## config.mk

```make
export PLATFORM = sky130hd
export DESIGN_NAME = rsim_top
export DESIGN_NICKNAME = d
export VERILOG_FILES = /design/src/rtl/rsim_pkg.sv /design/src/rtl/rsim_top.sv
export SDC_FILE = /design/constraint.sdc
export NUM_CORES = 1
export LEC_CHECK = 0
export BUFFER_PORTS_ARGS = -buffer_cell sky130_fd_sc_hd__buf_4
export CORE_ASPECT_RATIO = 1.25
export CORE_MARGIN = 1.5
export CORE_UTILIZATION = 30
export DETAILED_ROUTE_END_ITERATION = 7
export GPL_TIMING_DRIVEN = 0
export SLEW_MARGIN = 30
export SYNTH_ARGS = -nofsm -noshare
export SYNTH_HDL_FRONTEND = slang
export SYNTH_SLANG_ARGS = --single-unit
export TNS_END_PERCENT = 100
```

## constraint.sdc

```tcl
create_clock -name mclk_i -period 5.3 [get_ports mclk_i]
set_clock_uncertainty 0.05 [all_clocks]
set_input_delay 0.53 -clock mclk_i [delete_from_list [all_inputs] [get_ports mclk_i]]
set_output_delay 0.53 -clock mclk_i [all_outputs]
set_load 0.02 [all_outputs]
```

## src/rtl/rsim_pkg.sv

```systemverilog
// Constants for the receiver status and interrupt mask block
// Function
// Buffer transfer flag reads 1 once done
// Slip status bit 0, upper bits zero
// Slip interrupt only when 0x17 mask set
// Slip interrupt only for slave-mode DIR port
// One port tracked; both means port A
// Slip flagged when word clock near frame
// Eight mask bits at 0x16, reset masked
// Status2 interrupts gated by 0x16 mask
// Status keeps updating regardless of masks
package rsim_pkg;
   localparam int unsigned RSIM_AW = 7;
   localparam int unsigned RSIM_DW = 8;
   localparam logic [RSIM_AW-1:0] RSIM_STAT2_ADDR = 7'h14;
   localparam logic [RSIM_AW-1:0] RSIM_SLIP_STAT_ADDR = 7'h15;
   localparam logic [RSIM_AW-1:0] RSIM_MASK_ONE_ADDR = 7'h16;
   localparam logic [RSIM_AW-1:0] RSIM_MASK_TWO_ADDR = 7'h17;
   localparam logic [RSIM_DW-1:0] RSIM_MASK_RST = 8'h00;
   localparam logic [RSIM_DW-1:0] RSIM_ZERO = 8'h00;
   localparam int unsigned RSIM_SLIP_BIT = 0;
   localparam int unsigned RSIM_BUF_BIT = 0;
   // Window in percent of frame period around the receiver frame edge
   localparam int unsigned RSIM_WIN_PCT = 5;
   localparam int unsigned RSIM_PCT_FULL = 100;
endpackage : rsim_pkg

```

## src/rtl/rsim_top.sv

```systemverilog
// Receiver status flags, slip detect and interrupt mask registers
module rsim_top
   import rsim_pkg::*;
#(
   parameter int unsigned FRAME_W = 16
) (
   input wire logic mclk_i,
   input wire logic rst_b_i,
   // Receiver status2 flags, bit 0 is buffer transfer done
   input wire logic [RSIM_DW-1:0] stat2_flags_i,
   input wire logic rx_frame_strobe_i,
   input wire logic [FRAME_W-1:0] rx_frame_period_i,
   input wire logic port_a_word_clock_i,
   input wire logic port_b_word_clock_i,
   input wire logic port_a_dir_src_i,
   input wire logic port_b_dir_src_i,
   input wire logic port_a_slave_i,
   input wire logic port_b_slave_i,
   input wire logic reg_wr_i,
   input wire logic reg_rd_i,
   input wire logic [RSIM_AW-1:0] reg_addr_i,
   input wire logic [RSIM_DW-1:0] reg_wdata_i,
   output logic [RSIM_DW-1:0] reg_rdata_o,
   output logic [RSIM_DW-1:0] stat2_irq_o,
   output logic slip_irq_o,
   output logic buffer_transfer_done_flag_o,
   output logic output_slip_flag_o
);
   logic [RSIM_DW-1:0] mask_one_r, mask_one_nxt;
   logic mask_two_r, mask_two_nxt;
   logic [RSIM_DW-1:0] rdata_r, rdata_nxt;
   logic [RSIM_DW-1:0] irq2_r, irq2_nxt;
   logic slip_irq_r, slip_irq_nxt;
   logic slip_r, slip_nxt;
   logic done_r, done_nxt;
   logic [FRAME_W-1:0] phase_r, phase_nxt;
   logic a_wc_prev_r, a_wc_prev_nxt;
   logic b_wc_prev_r, b_wc_prev_nxt;
   // Edges are ignored until one cycle of history exists
   logic hist_ok_r, hist_ok_nxt;
   logic a_edge, b_edge, slip_allowed, wc_edge, near_frame;
   logic [FRAME_W-1:0] win_cnt;

   function automatic logic [RSIM_DW-1:0] slip_word(input logic f);
      slip_word = RSIM_ZERO;
      slip_word[RSIM_SLIP_BIT] = f;
   endfunction

   always_comb begin
      // slave DIR port
      slip_allowed = (port_a_dir_src_i && port_a_slave_i) ||
                     (!port_a_dir_src_i && port_b_dir_src_i &&
                      port_b_slave_i);
      win_cnt = FRAME_W'((32'(rx_frame_period_i) * RSIM_WIN_PCT)
                         / RSIM_PCT_FULL);
      phase_nxt = rx_frame_strobe_i ? '0 : phase_r + FRAME_W'(1);
      a_wc_prev_nxt = port_a_word_clock_i;
      b_wc_prev_nxt = port_b_word_clock_i;
      hist_ok_nxt = 1'b1;
      a_edge = hist_ok_r && (port_a_word_clock_i != a_wc_prev_r);
      b_edge = hist_ok_r && (port_b_word_clock_i != b_wc_prev_r);
      // port A wins
      // Own history per port, so a change of source is no false edge
      wc_edge = port_a_dir_src_i ? a_edge : b_edge;
      // window test
      // Extra carry bit, so a long period cannot wrap the sum
      near_frame = (phase_r <= win_cnt) ||
                   ({1'b0, phase_r} + {1'b0, win_cnt} >=
                    {1'b0, rx_frame_period_i});
      // slip status
      slip_nxt = slip_allowed && wc_edge && near_frame;
      // done flag
      done_nxt = stat2_flags_i[RSIM_BUF_BIT];
      mask_one_nxt = mask_one_r;
      mask_two_nxt = mask_two_r;
      if (reg_wr_i && reg_addr_i == RSIM_MASK_ONE_ADDR) begin
         // mask write
         mask_one_nxt = reg_wdata_i;
      end
      if (reg_wr_i && reg_addr_i == RSIM_MASK_TWO_ADDR) begin
         mask_two_nxt = reg_wdata_i[RSIM_SLIP_BIT];
      end
      // status2 gating
      irq2_nxt = stat2_flags_i & mask_one_r;
      // slip gating
      slip_irq_nxt = slip_r && mask_two_r;
      rdata_nxt = rdata_r;
      if (reg_rd_i) begin
         // unmasked status read
         unique case (reg_addr_i)
            RSIM_STAT2_ADDR: rdata_nxt = stat2_flags_i;
            RSIM_SLIP_STAT_ADDR: rdata_nxt = slip_word(slip_r);
            RSIM_MASK_ONE_ADDR: rdata_nxt = mask_one_r;
            RSIM_MASK_TWO_ADDR: rdata_nxt = slip_word(mask_two_r);
            default: rdata_nxt = RSIM_ZERO;
         endcase
      end
   end

   always_ff @(posedge mclk_i or negedge rst_b_i) begin
      if (!rst_b_i) begin
         mask_one_r <= RSIM_MASK_RST;
         mask_two_r <= 1'b0;
         rdata_r <= RSIM_ZERO;
         irq2_r <= RSIM_ZERO;
         slip_irq_r <= 1'b0;
         slip_r <= 1'b0;
         done_r <= 1'b0;
         phase_r <= '0;
         a_wc_prev_r <= 1'b0;
         b_wc_prev_r <= 1'b0;
         hist_ok_r <= 1'b0;
      end else begin
         mask_one_r <= mask_one_nxt;
         mask_two_r <= mask_two_nxt;
         rdata_r <= rdata_nxt;
         irq2_r <= irq2_nxt;
         slip_irq_r <= slip_irq_nxt;
         slip_r <= slip_nxt;
         done_r <= done_nxt;
         phase_r <= phase_nxt;
         a_wc_prev_r <= a_wc_prev_nxt;
         b_wc_prev_r <= b_wc_prev_nxt;
         hist_ok_r <= hist_ok_nxt;
      end
   end

   assign reg_rdata_o = rdata_r;
   assign stat2_irq_o = irq2_r;
   assign slip_irq_o = slip_irq_r;
   assign buffer_transfer_done_flag_o = done_r;
   assign output_slip_flag_o = slip_r;

   property p_slip_irq_masked;
      @(posedge mclk_i) disable iff (!rst_b_i)
      !mask_two_r |=> !slip_irq_r;
   endproperty
   a_slip_irq_masked: assert property (p_slip_irq_masked)
      else $error("slip irq while masked");
   property p_slip_needs_slave;
      @(posedge mclk_i) disable iff (!rst_b_i)
      !slip_allowed |=> !slip_r;
   endproperty
   a_slip_needs_slave: assert property (p_slip_needs_slave)
      else $error("slip without slave DIR port");
   property p_irq2_gate;
      @(posedge mclk_i) disable iff (!rst_b_i)
      ##1 irq2_r == ($past(stat2_flags_i) & $past(mask_one_r));
   endproperty
   a_irq2_gate: assert property (p_irq2_gate)
      else $error("status2 irq gating wrong");
   property p_done_follow;
      @(posedge mclk_i) disable iff (!rst_b_i)
      stat2_flags_i[RSIM_BUF_BIT] |=> done_r;
   endproperty
   a_done_follow: assert property (p_done_follow)
      else $error("done flag missed");
   property p_mask_write;
      @(posedge mclk_i) disable iff (!rst_b_i)
      reg_wr_i && reg_addr_i == RSIM_MASK_ONE_ADDR
         |=> mask_one_r == $past(reg_wdata_i);
   endproperty
   a_mask_write: assert property (p_mask_write)
      else $error("mask write lost");
   property p_slip_upper_zero;
      @(posedge mclk_i) disable iff (!rst_b_i)
      reg_rd_i && reg_addr_i == RSIM_SLIP_STAT_ADDR
         |=> reg_rdata_o[RSIM_DW-1:1] == '0;
   endproperty
   a_slip_upper_zero: assert property (p_slip_upper_zero)
      else $error("slip status upper bits set");
   property p_slip_irq_follow;
      @(posedge mclk_i) disable iff (!rst_b_i)
      slip_r && mask_two_r |=> slip_irq_r;
   endproperty
   a_slip_irq_follow: assert property (p_slip_irq_follow)
      else $error("enabled slip irq missing");
   property p_porta_wins;
      @(posedge mclk_i) disable iff (!rst_b_i)
      port_a_dir_src_i && !port_a_slave_i |=> !slip_r;
   endproperty
   a_porta_wins: assert property (p_porta_wins)
      else $error("port B tracked while A sourced");
   property p_slip_window;
      @(posedge mclk_i) disable iff (!rst_b_i)
      !near_frame |=> !slip_r;
   endproperty
   a_slip_window: assert property (p_slip_window)
      else $error("slip outside window");
   property p_slip_when_masked;
      @(posedge mclk_i) disable iff (!rst_b_i)
      slip_allowed && wc_edge && near_frame && !mask_two_r |=> slip_r;
   endproperty
   a_slip_when_masked: assert property (p_slip_when_masked)
      else $error("masked slip not flagged");
   property p_done_clear;
      @(posedge mclk_i) disable iff (!rst_b_i)
      !stat2_flags_i[RSIM_BUF_BIT] |=> !done_r;
   endproperty
   a_done_clear: assert property (p_done_clear)
      else $error("done flag stuck");
   property p_portb_track;
      @(posedge mclk_i) disable iff (!rst_b_i)
      !port_a_dir_src_i && port_b_dir_src_i && port_b_slave_i &&
         b_edge && near_frame |=> slip_r;
   endproperty
   a_portb_track: assert property (p_portb_track)
      else $error("port B slip missed");
   property p_porta_ignores_b;
      @(posedge mclk_i) disable iff (!rst_b_i)
      port_a_dir_src_i && !a_edge |=> !slip_r;
   endproperty
   a_porta_ignores_b: assert property (p_porta_ignores_b)
      else $error("port B edge used while A sourced");
   property p_slip_irq_needs_flag;
      @(posedge mclk_i) disable iff (!rst_b_i)
      !slip_r |=> !slip_irq_r;
   endproperty
   a_slip_irq_needs_flag: assert property (p_slip_irq_needs_flag)
      else $error("slip irq without flag");
   c_slip: cover property (@(posedge mclk_i) slip_r);
   c_slip_irq: cover property (@(posedge mclk_i) slip_irq_r);
   c_irq2: cover property (@(posedge mclk_i) |irq2_r);
   c_port_b_slip: cover property (@(posedge mclk_i)
      slip_r && !port_a_dir_src_i);
   c_mask_write: cover property (@(posedge mclk_i)
      reg_wr_i && reg_addr_i == RSIM_MASK_ONE_ADDR);
endmodule // rsim_top

```

### Word-level counts from Yosys, hierarchy flattened

Index checks and enable logic that the tools add are counted.

| storage, ports and cells | value |
|---|---|
| output and inout bits | 19 |
| register bits | 47 |
| logic and storage cells | 40 |

| cells by class | value |
|---|---|
| bitwise logic cells | 1 |
| add/sub/neg operators | 2 |
| equality and inequality tests | 6 |
| multipliers | 1 |
| divide/modulo/power cells | 1 |
| $lt $le $gt $ge | 2 |
| reductions and logical operators | 13 |
| multiplexer cells | 3 |

Operator list:

| cell | count |
|---|---|
| $div A19 B7 Y32 const B | 1 |
| $pmux W8 S4 | 1 |
| $eq A7 B5 Y1 const B | 4 |
| $mul A16 B3 Y19 const B | 1 |
| $add A16 B16 Y17 | 1 |
| $ge A17 B16 Y1 | 1 |
| $add A16 B1 Y16 const B | 1 |
| $le A16 B16 Y1 | 1 |
| $mux W16 | 1 |
| $logic_and A1 B1 Y1 | 10 |
| $and A8 B8 Y8 | 1 |
| $logic_or A1 B1 Y1 | 2 |
| $ne A1 B1 Y1 | 2 |
| $logic_not A1 Y1 | 1 |
| $mux W1 | 1 |

### Depth between registers and ports, before layout

Gate-level depths: netlist of run 1.

| depth | value |
|---|---|
| depth in word-level cells | 6 |
| mapped depth | 63 |

### Worst setup path after synthesis of run 1

Ideal clock, no wire load.

| timing | value |
|---|---|
| kind | in2reg |
| start point | input port rx_frame_period_i[1] |
| end point | register slip_r, in the netlist output_slip_flag_o |
| stages | 58 |
| path buffers | 1 |
| arrival | 12.467 ns |
| setup time | 0.140 ns |
| slack | -7.357 ns |
| data required time | 5.110 ns |
| path through | ha_1 > ha_1 > fa_1 > a21o_1 > a221oi_4 > o211ai_1 > a21oi_2 > xnor2_1 > nand2_1 > o32a_4 > or4_1 > o211a_2 > o32ai_2 > buf_4 > o211a_1 > a31o_1 > a21oi_1 > o21a_1 > (+22 left out) > nor2_1 > nor2_1 > o21bai_1 > a21oi_1 > o21bai_1 > a21oi_1 > o21bai_1 > a21oi_1 > o21bai_1 > a21oi_1 > nor2b_1 > o21ai_0 > xnor2_1 > ha_1 > nand4_1 > nor4_1 > a2111oi_0 > a31oi_1 |

| on the way | value |
|---|---|
| longest elaborated chain between the ends | 6 |

RTL lines:

| item | line | RTL |
|---|---|---|
| start, declared | rsim_top.sv:12 | `input wire logic [FRAME_W-1:0] rx_frame_period_i,` |
| $mul A16 B3 Y19 | rsim_top.sv:54 | `win_cnt = FRAME_W'((32'(rx_frame_period_i) * RSIM_WIN_PCT)` |
| $div A19 B7 Y32 | rsim_top.sv:55 | `/ RSIM_PCT_FULL);` |
| $add A16 B16 Y17 | rsim_top.sv:68 | `({1'b0, phase_r} + {1'b0, win_cnt} >=` |
| $ge A17 B16 Y1 | rsim_top.sv:68 |  |
| $logic_or A1 B1 Y1 (*) | rsim_top.sv:67 | `near_frame = (phase_r <= win_cnt) \|\|` |
| $logic_and A1 B1 Y1 (*) | rsim_top.sv:71 | `slip_nxt = slip_allowed && wc_edge && near_frame;` |
| named net slip_nxt | rsim_top.sv:34 | `logic slip_r, slip_nxt;` |
| end signal, assigned | rsim_top.sv:119 | `slip_r <= slip_nxt;` |
| end, declared | rsim_top.sv:34 |  |

Mark *: on every way through the listed nets, which the timed path passes. The rest lies on a longest branch.
A chain may end at the register's enable or synchronous reset.

### Worst setup path in the final report of run 1

Same ends and word-level chain as after synthesis.

==> results.md, run 1 <==
* Status: finished with violations
* Violated checks: setup timing
* Most common cell after layout, fill and taps aside: buf_4
* Inst Count DP at 1213
* Non-Filler Instances at about 1300
* Share of layout cells above drive strength 1 at 0.317
* Setup ws final at -7.61 ns
* Post-route DRC at 0
* Worst-path maximum fanout at 9
* Final Net Count at between 1000 and 1500
* Commonest non-fill, non-tap cells in the layout: 132 x buf_4, 66 x ha_1, 63 x nor2_1
* Slew headroom at 0.406
* Final instance area at ~9000 um^2
* Core area at about 22000 um^2
* Antenna Violating Nets Remaining at 0
* Clk sinks at between 40 and 50
* Crit path from: rx_frame_period_i[1]
* Dpl cell area at just under 8000 um^2
* Worst Tran Pin Value at ~0.9 ns
* Gpl congestion at about 0.86
* Post-synthesis sequential area ratio at 0.171
* # fillers at ~2300
* Slowest Stage Delay on Critical Path at ~0.57 ns
* # setup viols final at 1
* Critical Path RT at ~5.5 ns
* Detailed Route WL at ~21 mm
* RSZ-0062 raised after global routing: true
* Worst setup path class: in2reg
* Ys flop type: dfrtp_1
* Fin crit period at roughly 13 ns
* Row count at a little over 60
* DR vias at around 7300
* Fin Setup TNS at -7.61 ns
* DRT iter0 DRCs at 454
* Clock-pin transition on the worst setup and hold timing paths at ~0.070 ns
* Cell count after synthesis at between 800 and 900
* Flops & latches, synth at 47
* Initial antenna violation count at 0
* Fin crit share at 2.43
* Pin count of the biggest net entering global routing at between 40 and 50
* Yosys warning count at 0
* Htree depth at 2
* Worst r2r path cells at 20
* Ant. Diodes at 0
* Post-DR wirelength/cell at about 17 um
* Final Hold Vio Count at 0
* I/O Buffers at 66
* Die Y at 172 um
* Aggregate global routing overflow at 0
* Setup WS pre-CTS at -9.17 ns
* Floorplan die area at about 24000 um^2
* Max Cap Viol at 0
* CP Launch Type: primary input
* First-pass GRT wire length at between 30 and 40 mm
* Vias in the first global route at around 7000
* DR pass1 iterations at 6
* Post-synth EDFFs at 0
* Die W at ~140 um
* Worst reg2reg endpoint: output_slip_flag_o
* Reg2reg setup slack at ~1.4 ns
* Root Driver: clkbuf_16
* Max Root-Sink Buffers at 2
* Yosys cell types at about 110
* Setup crit end: output_slip_flag_o
* WP data arrival at around 13 ns
* Gr usage total at 0.169
* I/O pin count at just under 70
* DR vias/cell at about 5.7
* Worst Setup End Kind: register
* Post-Syn Area per Cell at 7.94 um^2
* Ys async rst share at 1.00
* Worst hold path type: in2async
* Post-cts hold buffer count at 0
* HPWL Detailed at 15.8 mm
* Synthesized area at roughly 7000 um^2
* CTS Buf Count at 5
* Post-Syn Nets at a little under 1000
* Cell repeated most along the worst path: a21oi_2
* Layout area overhead at 35.2%
* Initial core utilization at 0.307
* Worst skew pair latency at 0.29 ns
* Slowest cell on crit path: or4_4
* Fmax achieved at ~77 MHz
* Max-slew violations at 0
* Reg2reg start: phase_r[1]
* CTS tree: done
logic make-up after synthesis:
group / Yosys count / share of synthesized area
multiplexers: 21 / 0.0347
other: 1 / 0.000547
XOR/XNOR: 68 / 0.0895
adder cells (fa/ha/maj): 76 / 0.140
AO/OA/AOI/OAI: 283 / 0.304
AND/OR/NAND/NOR: 284 / 0.210
flip-flops: 47 / 0.171
buffers and inverters: 84 / 0.0492
cell type report:
| type | count | area, um^2 | area share |
|---|---|---|---|
| flip-flops and latches | 47 | 1180 | 0.127 |
| well taps | 283 | 354 | 0.0382 |
| plain buffers | 22 | 120 | 0.0129 |
| clock buffers | 5 | 125 | 0.0135 |
| clock inverters | 3 | 67.6 | 0.00728 |
| inverters | 55 | 211 | 0.0228 |
| multi-input cells | 733 | 6200 | 0.669 |
| repair buffers | 133 | 1020 | 0.110 |
worst min path at each step:
stage,end,start
finish,stat2_irq_o[0],rst_b_i
global route,stat2_irq_o[0],rst_b_i
CTS,stat2_irq_o[0],rst_b_i
detailed placement,stat2_irq_o[3],mask_one_r[3]
global placement,stat2_irq_o[3],mask_one_r[3]
floorplan,a_wc_prev_r,rst_b_i
sequential cells by signal, summed over array words and instances, names as in the netlist:
| signal | cells |
|---|---|
| slip_irq_o | 1 |
| mask_one_r | 8 |
| stat2_irq_o | 8 |
| phase_r | 16 |
| mask_two_r | 1 |
| hist_ok_r | 1 |
| reg_rdata_o | 8 |
| buffer_transfer_done_flag_o | 1 |
| a_wc_prev_r | 1 |
| output_slip_flag_o | 1 |
| b_wc_prev_r | 1 |
worst max-delay path: cells and delay by family:
kind                     cells  cell delay (ns)
AO/OA/AOI/OAI               33             6.75
AND/OR/NAND/NOR             12             2.66
adder cells (fa/ha/maj)      7             1.99
buffers and inverters        6             0.86
XOR/XNOR                     2             0.26
timing repair:
action,CTS,global route
gates resized for setup,61,114
endpoints found under the hold margin,0,0
endpoints found under the setup margin,1,1
buffers inserted,30,37
pin swaps,32,83
gates cloned,0,0
metal layers:
metal,track usage,part of all wire
met1,0.198,0.42
met4,0.0549,0.029
met3,0.0282,0.053
met2,0.314,0.50
met5,0,0
metrics by stage:
step                 util  hold WS [ns]
floorplan               -         0.184
global placement    0.347         0.436
detailed placement  0.347         0.447
CTS                 0.379         0.213
global route        0.415         0.242
finish              0.415         0.188
synth_stat cells, drive strengths merged (12+ instances only):
cell / n / area [um^2]
a31oi: 16 / 106
mux2: 12 / 135
xor2: 26 / 228
o21bai: 14 / 116
clkbuf: 19 / 71.3
nand2: 58 / 218
o22ai: 13 / 81.3
o21ai: 50 / 254
and2: 21 / 131
ha: 73 / 913
xnor2: 42 / 387
and3: 12 / 75.1
nand3: 35 / 175
a21oi: 61 / 328
nor3: 26 / 140
dfrtp: 47 / 1180
o211ai: 13 / 103
nor2: 68 / 258
inv: 55 / 209
a21o: 15 / 113
Power of run 1 is not shown: default switching activity piles up to over one toggle a cycle in this logic, so the estimate is an artifact.
==> run 2: changes to the inputs <==
clock period = 15.73 ns   (was 5.3 ns; I/O delays follow)
==> run 2 against run 1 <==
  * The flow now finishes without violations
  * Clock-buffer cell count grew 1
  * Hold slack better by 0.27 ns
  * Sequential share of layout area is 1.9 points higher
  * Critical path depth fell by 1
  * Non-clock buffer count fell by 56
  * Critical path type unchanged
  * Design area down 13%
  * First-iteration DRC count grew 10%
  * Routed wire length down 9.0%
==> results.md, run 2 (synthesis results as in run 1) <==
* Ant. Diodes at 0 (unchanged)
* HPWL Detailed at 15.6 mm (-0.87%)
* Fmax achieved at around 67 MHz
* Most common cell after layout, fill and taps aside: ha_1
* Clock-pin transition on the worst setup and hold timing paths at 0.06 ns (about the same)
* Slew headroom at 0.437 (+0.0310)
* RSZ-0062 raised after global routing: false
* Status: finished clean
* # fillers at 2378 (+4.3%)
* CP Launch Type: primary input
* Die Y at 172 um (unchanged)
* Worst hold path type: reg2reg
* Htree depth at 2 (unchanged)
* DR pass1 iterations at 6 (unchanged)
* Non-Filler Instances at 1225 (-4.4%)
* Share of layout cells above drive strength 1 at 0.165 (-0.152)
* Pin count of the biggest net entering global routing at 48 (unchanged)
* Clk sinks at 47 (unchanged)
* Initial antenna violation count at 0 (unchanged)
* Slowest Stage Delay on Critical Path at 0.53 ns (-0.04 ns)
* # setup viols final at 0 (-1)
* Max Cap Viol at 0 (unchanged)
* Post-route DRC at 0 (unchanged)
* Max Root-Sink Buffers at 2 (unchanged)
* First-pass GRT wire length at 32.2 mm (-4.7%)
* DR vias/cell at 5.64 (-1.3%)
* Worst-path maximum fanout at 10 (+1)
* Worst skew pair latency at 0.29 ns (about the same)
* Gr usage total at 0.160 (-0.00860)
* Worst Setup End Kind: register
* Core area at 22400 um^2 (unchanged)
* Floorplan die area at 23800 um^2 (unchanged)
* Worst Tran Pin Value at 0.839 ns (-0.0462 ns)
* I/O Buffers at 66 (unchanged)
* Post-DR wirelength/cell at 15.9 um (-4.8%)
* Layout area overhead at 17.2%
* Slowest cell on crit path: or4_1
* Commonest non-fill, non-tap cells in the layout: 73 x ha_1, 71 x buf_4, 66 x nor2_1
* Fin Setup TNS at 0 ns (+7.61 ns)
* WP data arrival at 15.03 ns (+1.98 ns)
* Critical Path RT at 15.83 ns (+10.38 ns)
* DRT iter0 DRCs at 500 (+10%)
* CTS tree: done
* Antenna Violating Nets Remaining at 0 (unchanged)
* I/O pin count at 69 (unchanged)
* CTS Buf Count at 5 (unchanged)
* Biggest register: phase_r
* Vias in the first global route at 6811 (-4.5%)
* Final Net Count at 1066 (-5.0%)
* WHS at 0.458 ns (+0.270 ns)
* Inst Count DP at 1213 (unchanged)
* DR vias at 6911 (-5.6%)
* Final Hold Vio Count at 0 (unchanged)
* Aggregate global routing overflow at 0 (unchanged)
* Initial core utilization at 0.307 (unchanged)
* Gpl congestion at 0.845 (-2.1%)
* Root Driver: clkbuf_16
* Max-slew violations at 0 (unchanged)
* Post-cts hold buffer count at 0 (unchanged)
* Worst setup path class: in2reg
* Largest register FFs at 16 (unchanged)
* Fin crit share at 0.950
* Fin crit period at roughly 15 ns
* Detailed Route WL at 19.5 mm (-9.0%)
* Die W at 138 um (unchanged)
* Row count at 61 (unchanged)
## run 2: changes by cell type in the layout (fill, tap and decap cells not counted), moves of 12 or more
cell / previous run / this run
buf_4: 132 / 71
a21oi_2: 20 / 6
o21ai_0: 26 / 38
a21oi_1: 38 / 54
## run 2: worst max-delay path: cells and delay by family
| family | cells | cell delay [ns] |
|---|---|---|
| XOR/XNOR | 3 | 0.53 |
| AO/OA/AOI/OAI | 32 | 7.43 |
| AND/OR/NAND/NOR | 14 | 2.78 |
| buffers and inverters | 3 | 0.44 |
| adder cells (fa/ha/maj) | 7 | 2.25 |
## run 2: area by class of cell
| class | count | area (um^2) | area share |
|---|---|---|---|
| plain buffers | 29 | 129 | 0.0160 |
| clock buffers | 6 | 129 | 0.0160 |
| clock inverters | 2 | 60.1 | 0.00747 |
| inverters | 55 | 209 | 0.0260 |
| multi-input cells | 733 | 5460 | 0.679 |
| flip-flops and latches | 47 | 1180 | 0.146 |
| well taps | 283 | 354 | 0.0440 |
| repair buffers | 70 | 526 | 0.0654 |
## run 2: stage by stage
stage | setup slack [ns] | util | instance area, um^2
after CTS | 0.168 | 0.353 | 7900
after floorplan | 2.03 | - | 6860
final | 0.793 | 0.360 | 8040
after global routing | 0.0156 | 0.360 | 8040
after detailed placement | -0.0953 | 0.345 | 7710
after global placement | -0.0309 | 0.345 | 7710
## run 2: worst paths after layout
check,startpoint,endpoint,cells past startpoint,slack [ns]
min in group asynchronous,rst_b_i,a_wc_prev_r,1,1.25
max reg2reg,phase_r[1],output_slip_flag_o,20,11.48
max,rx_frame_period_i[1],output_slip_flag_o,59,0.79
min,mask_one_r[4],stat2_irq_o[4],1,0.46
min reg2reg,mask_one_r[4],stat2_irq_o[4],1,0.46
max in group asynchronous,rst_b_i,reg_rdata_o[7],1,13.98
## run 2: routing by layer
metal | share of wire | vias to the layer above | wire (um) | global-route usage
met1 | 0.44 | 3255 | 8600 | 0.193
met4 | 0.023 | 0 | 452 | 0.0568
met2 | 0.48 | 225 | 9300 | 0.292
met5 | 0 | - | 0 | 0
met3 | 0.057 | 35 | 1120 | 0.0222
li1 | - | 3396 | - | -
## run 2: repair_timing
| item | CTS | global route |
|---|---|---|
| gates resized for setup | 0 | 24 |
| setup endpoints to repair | 0 | 1 |
| buffers inserted | 0 | 4 |
Power of run 2 is left out for the same reason.
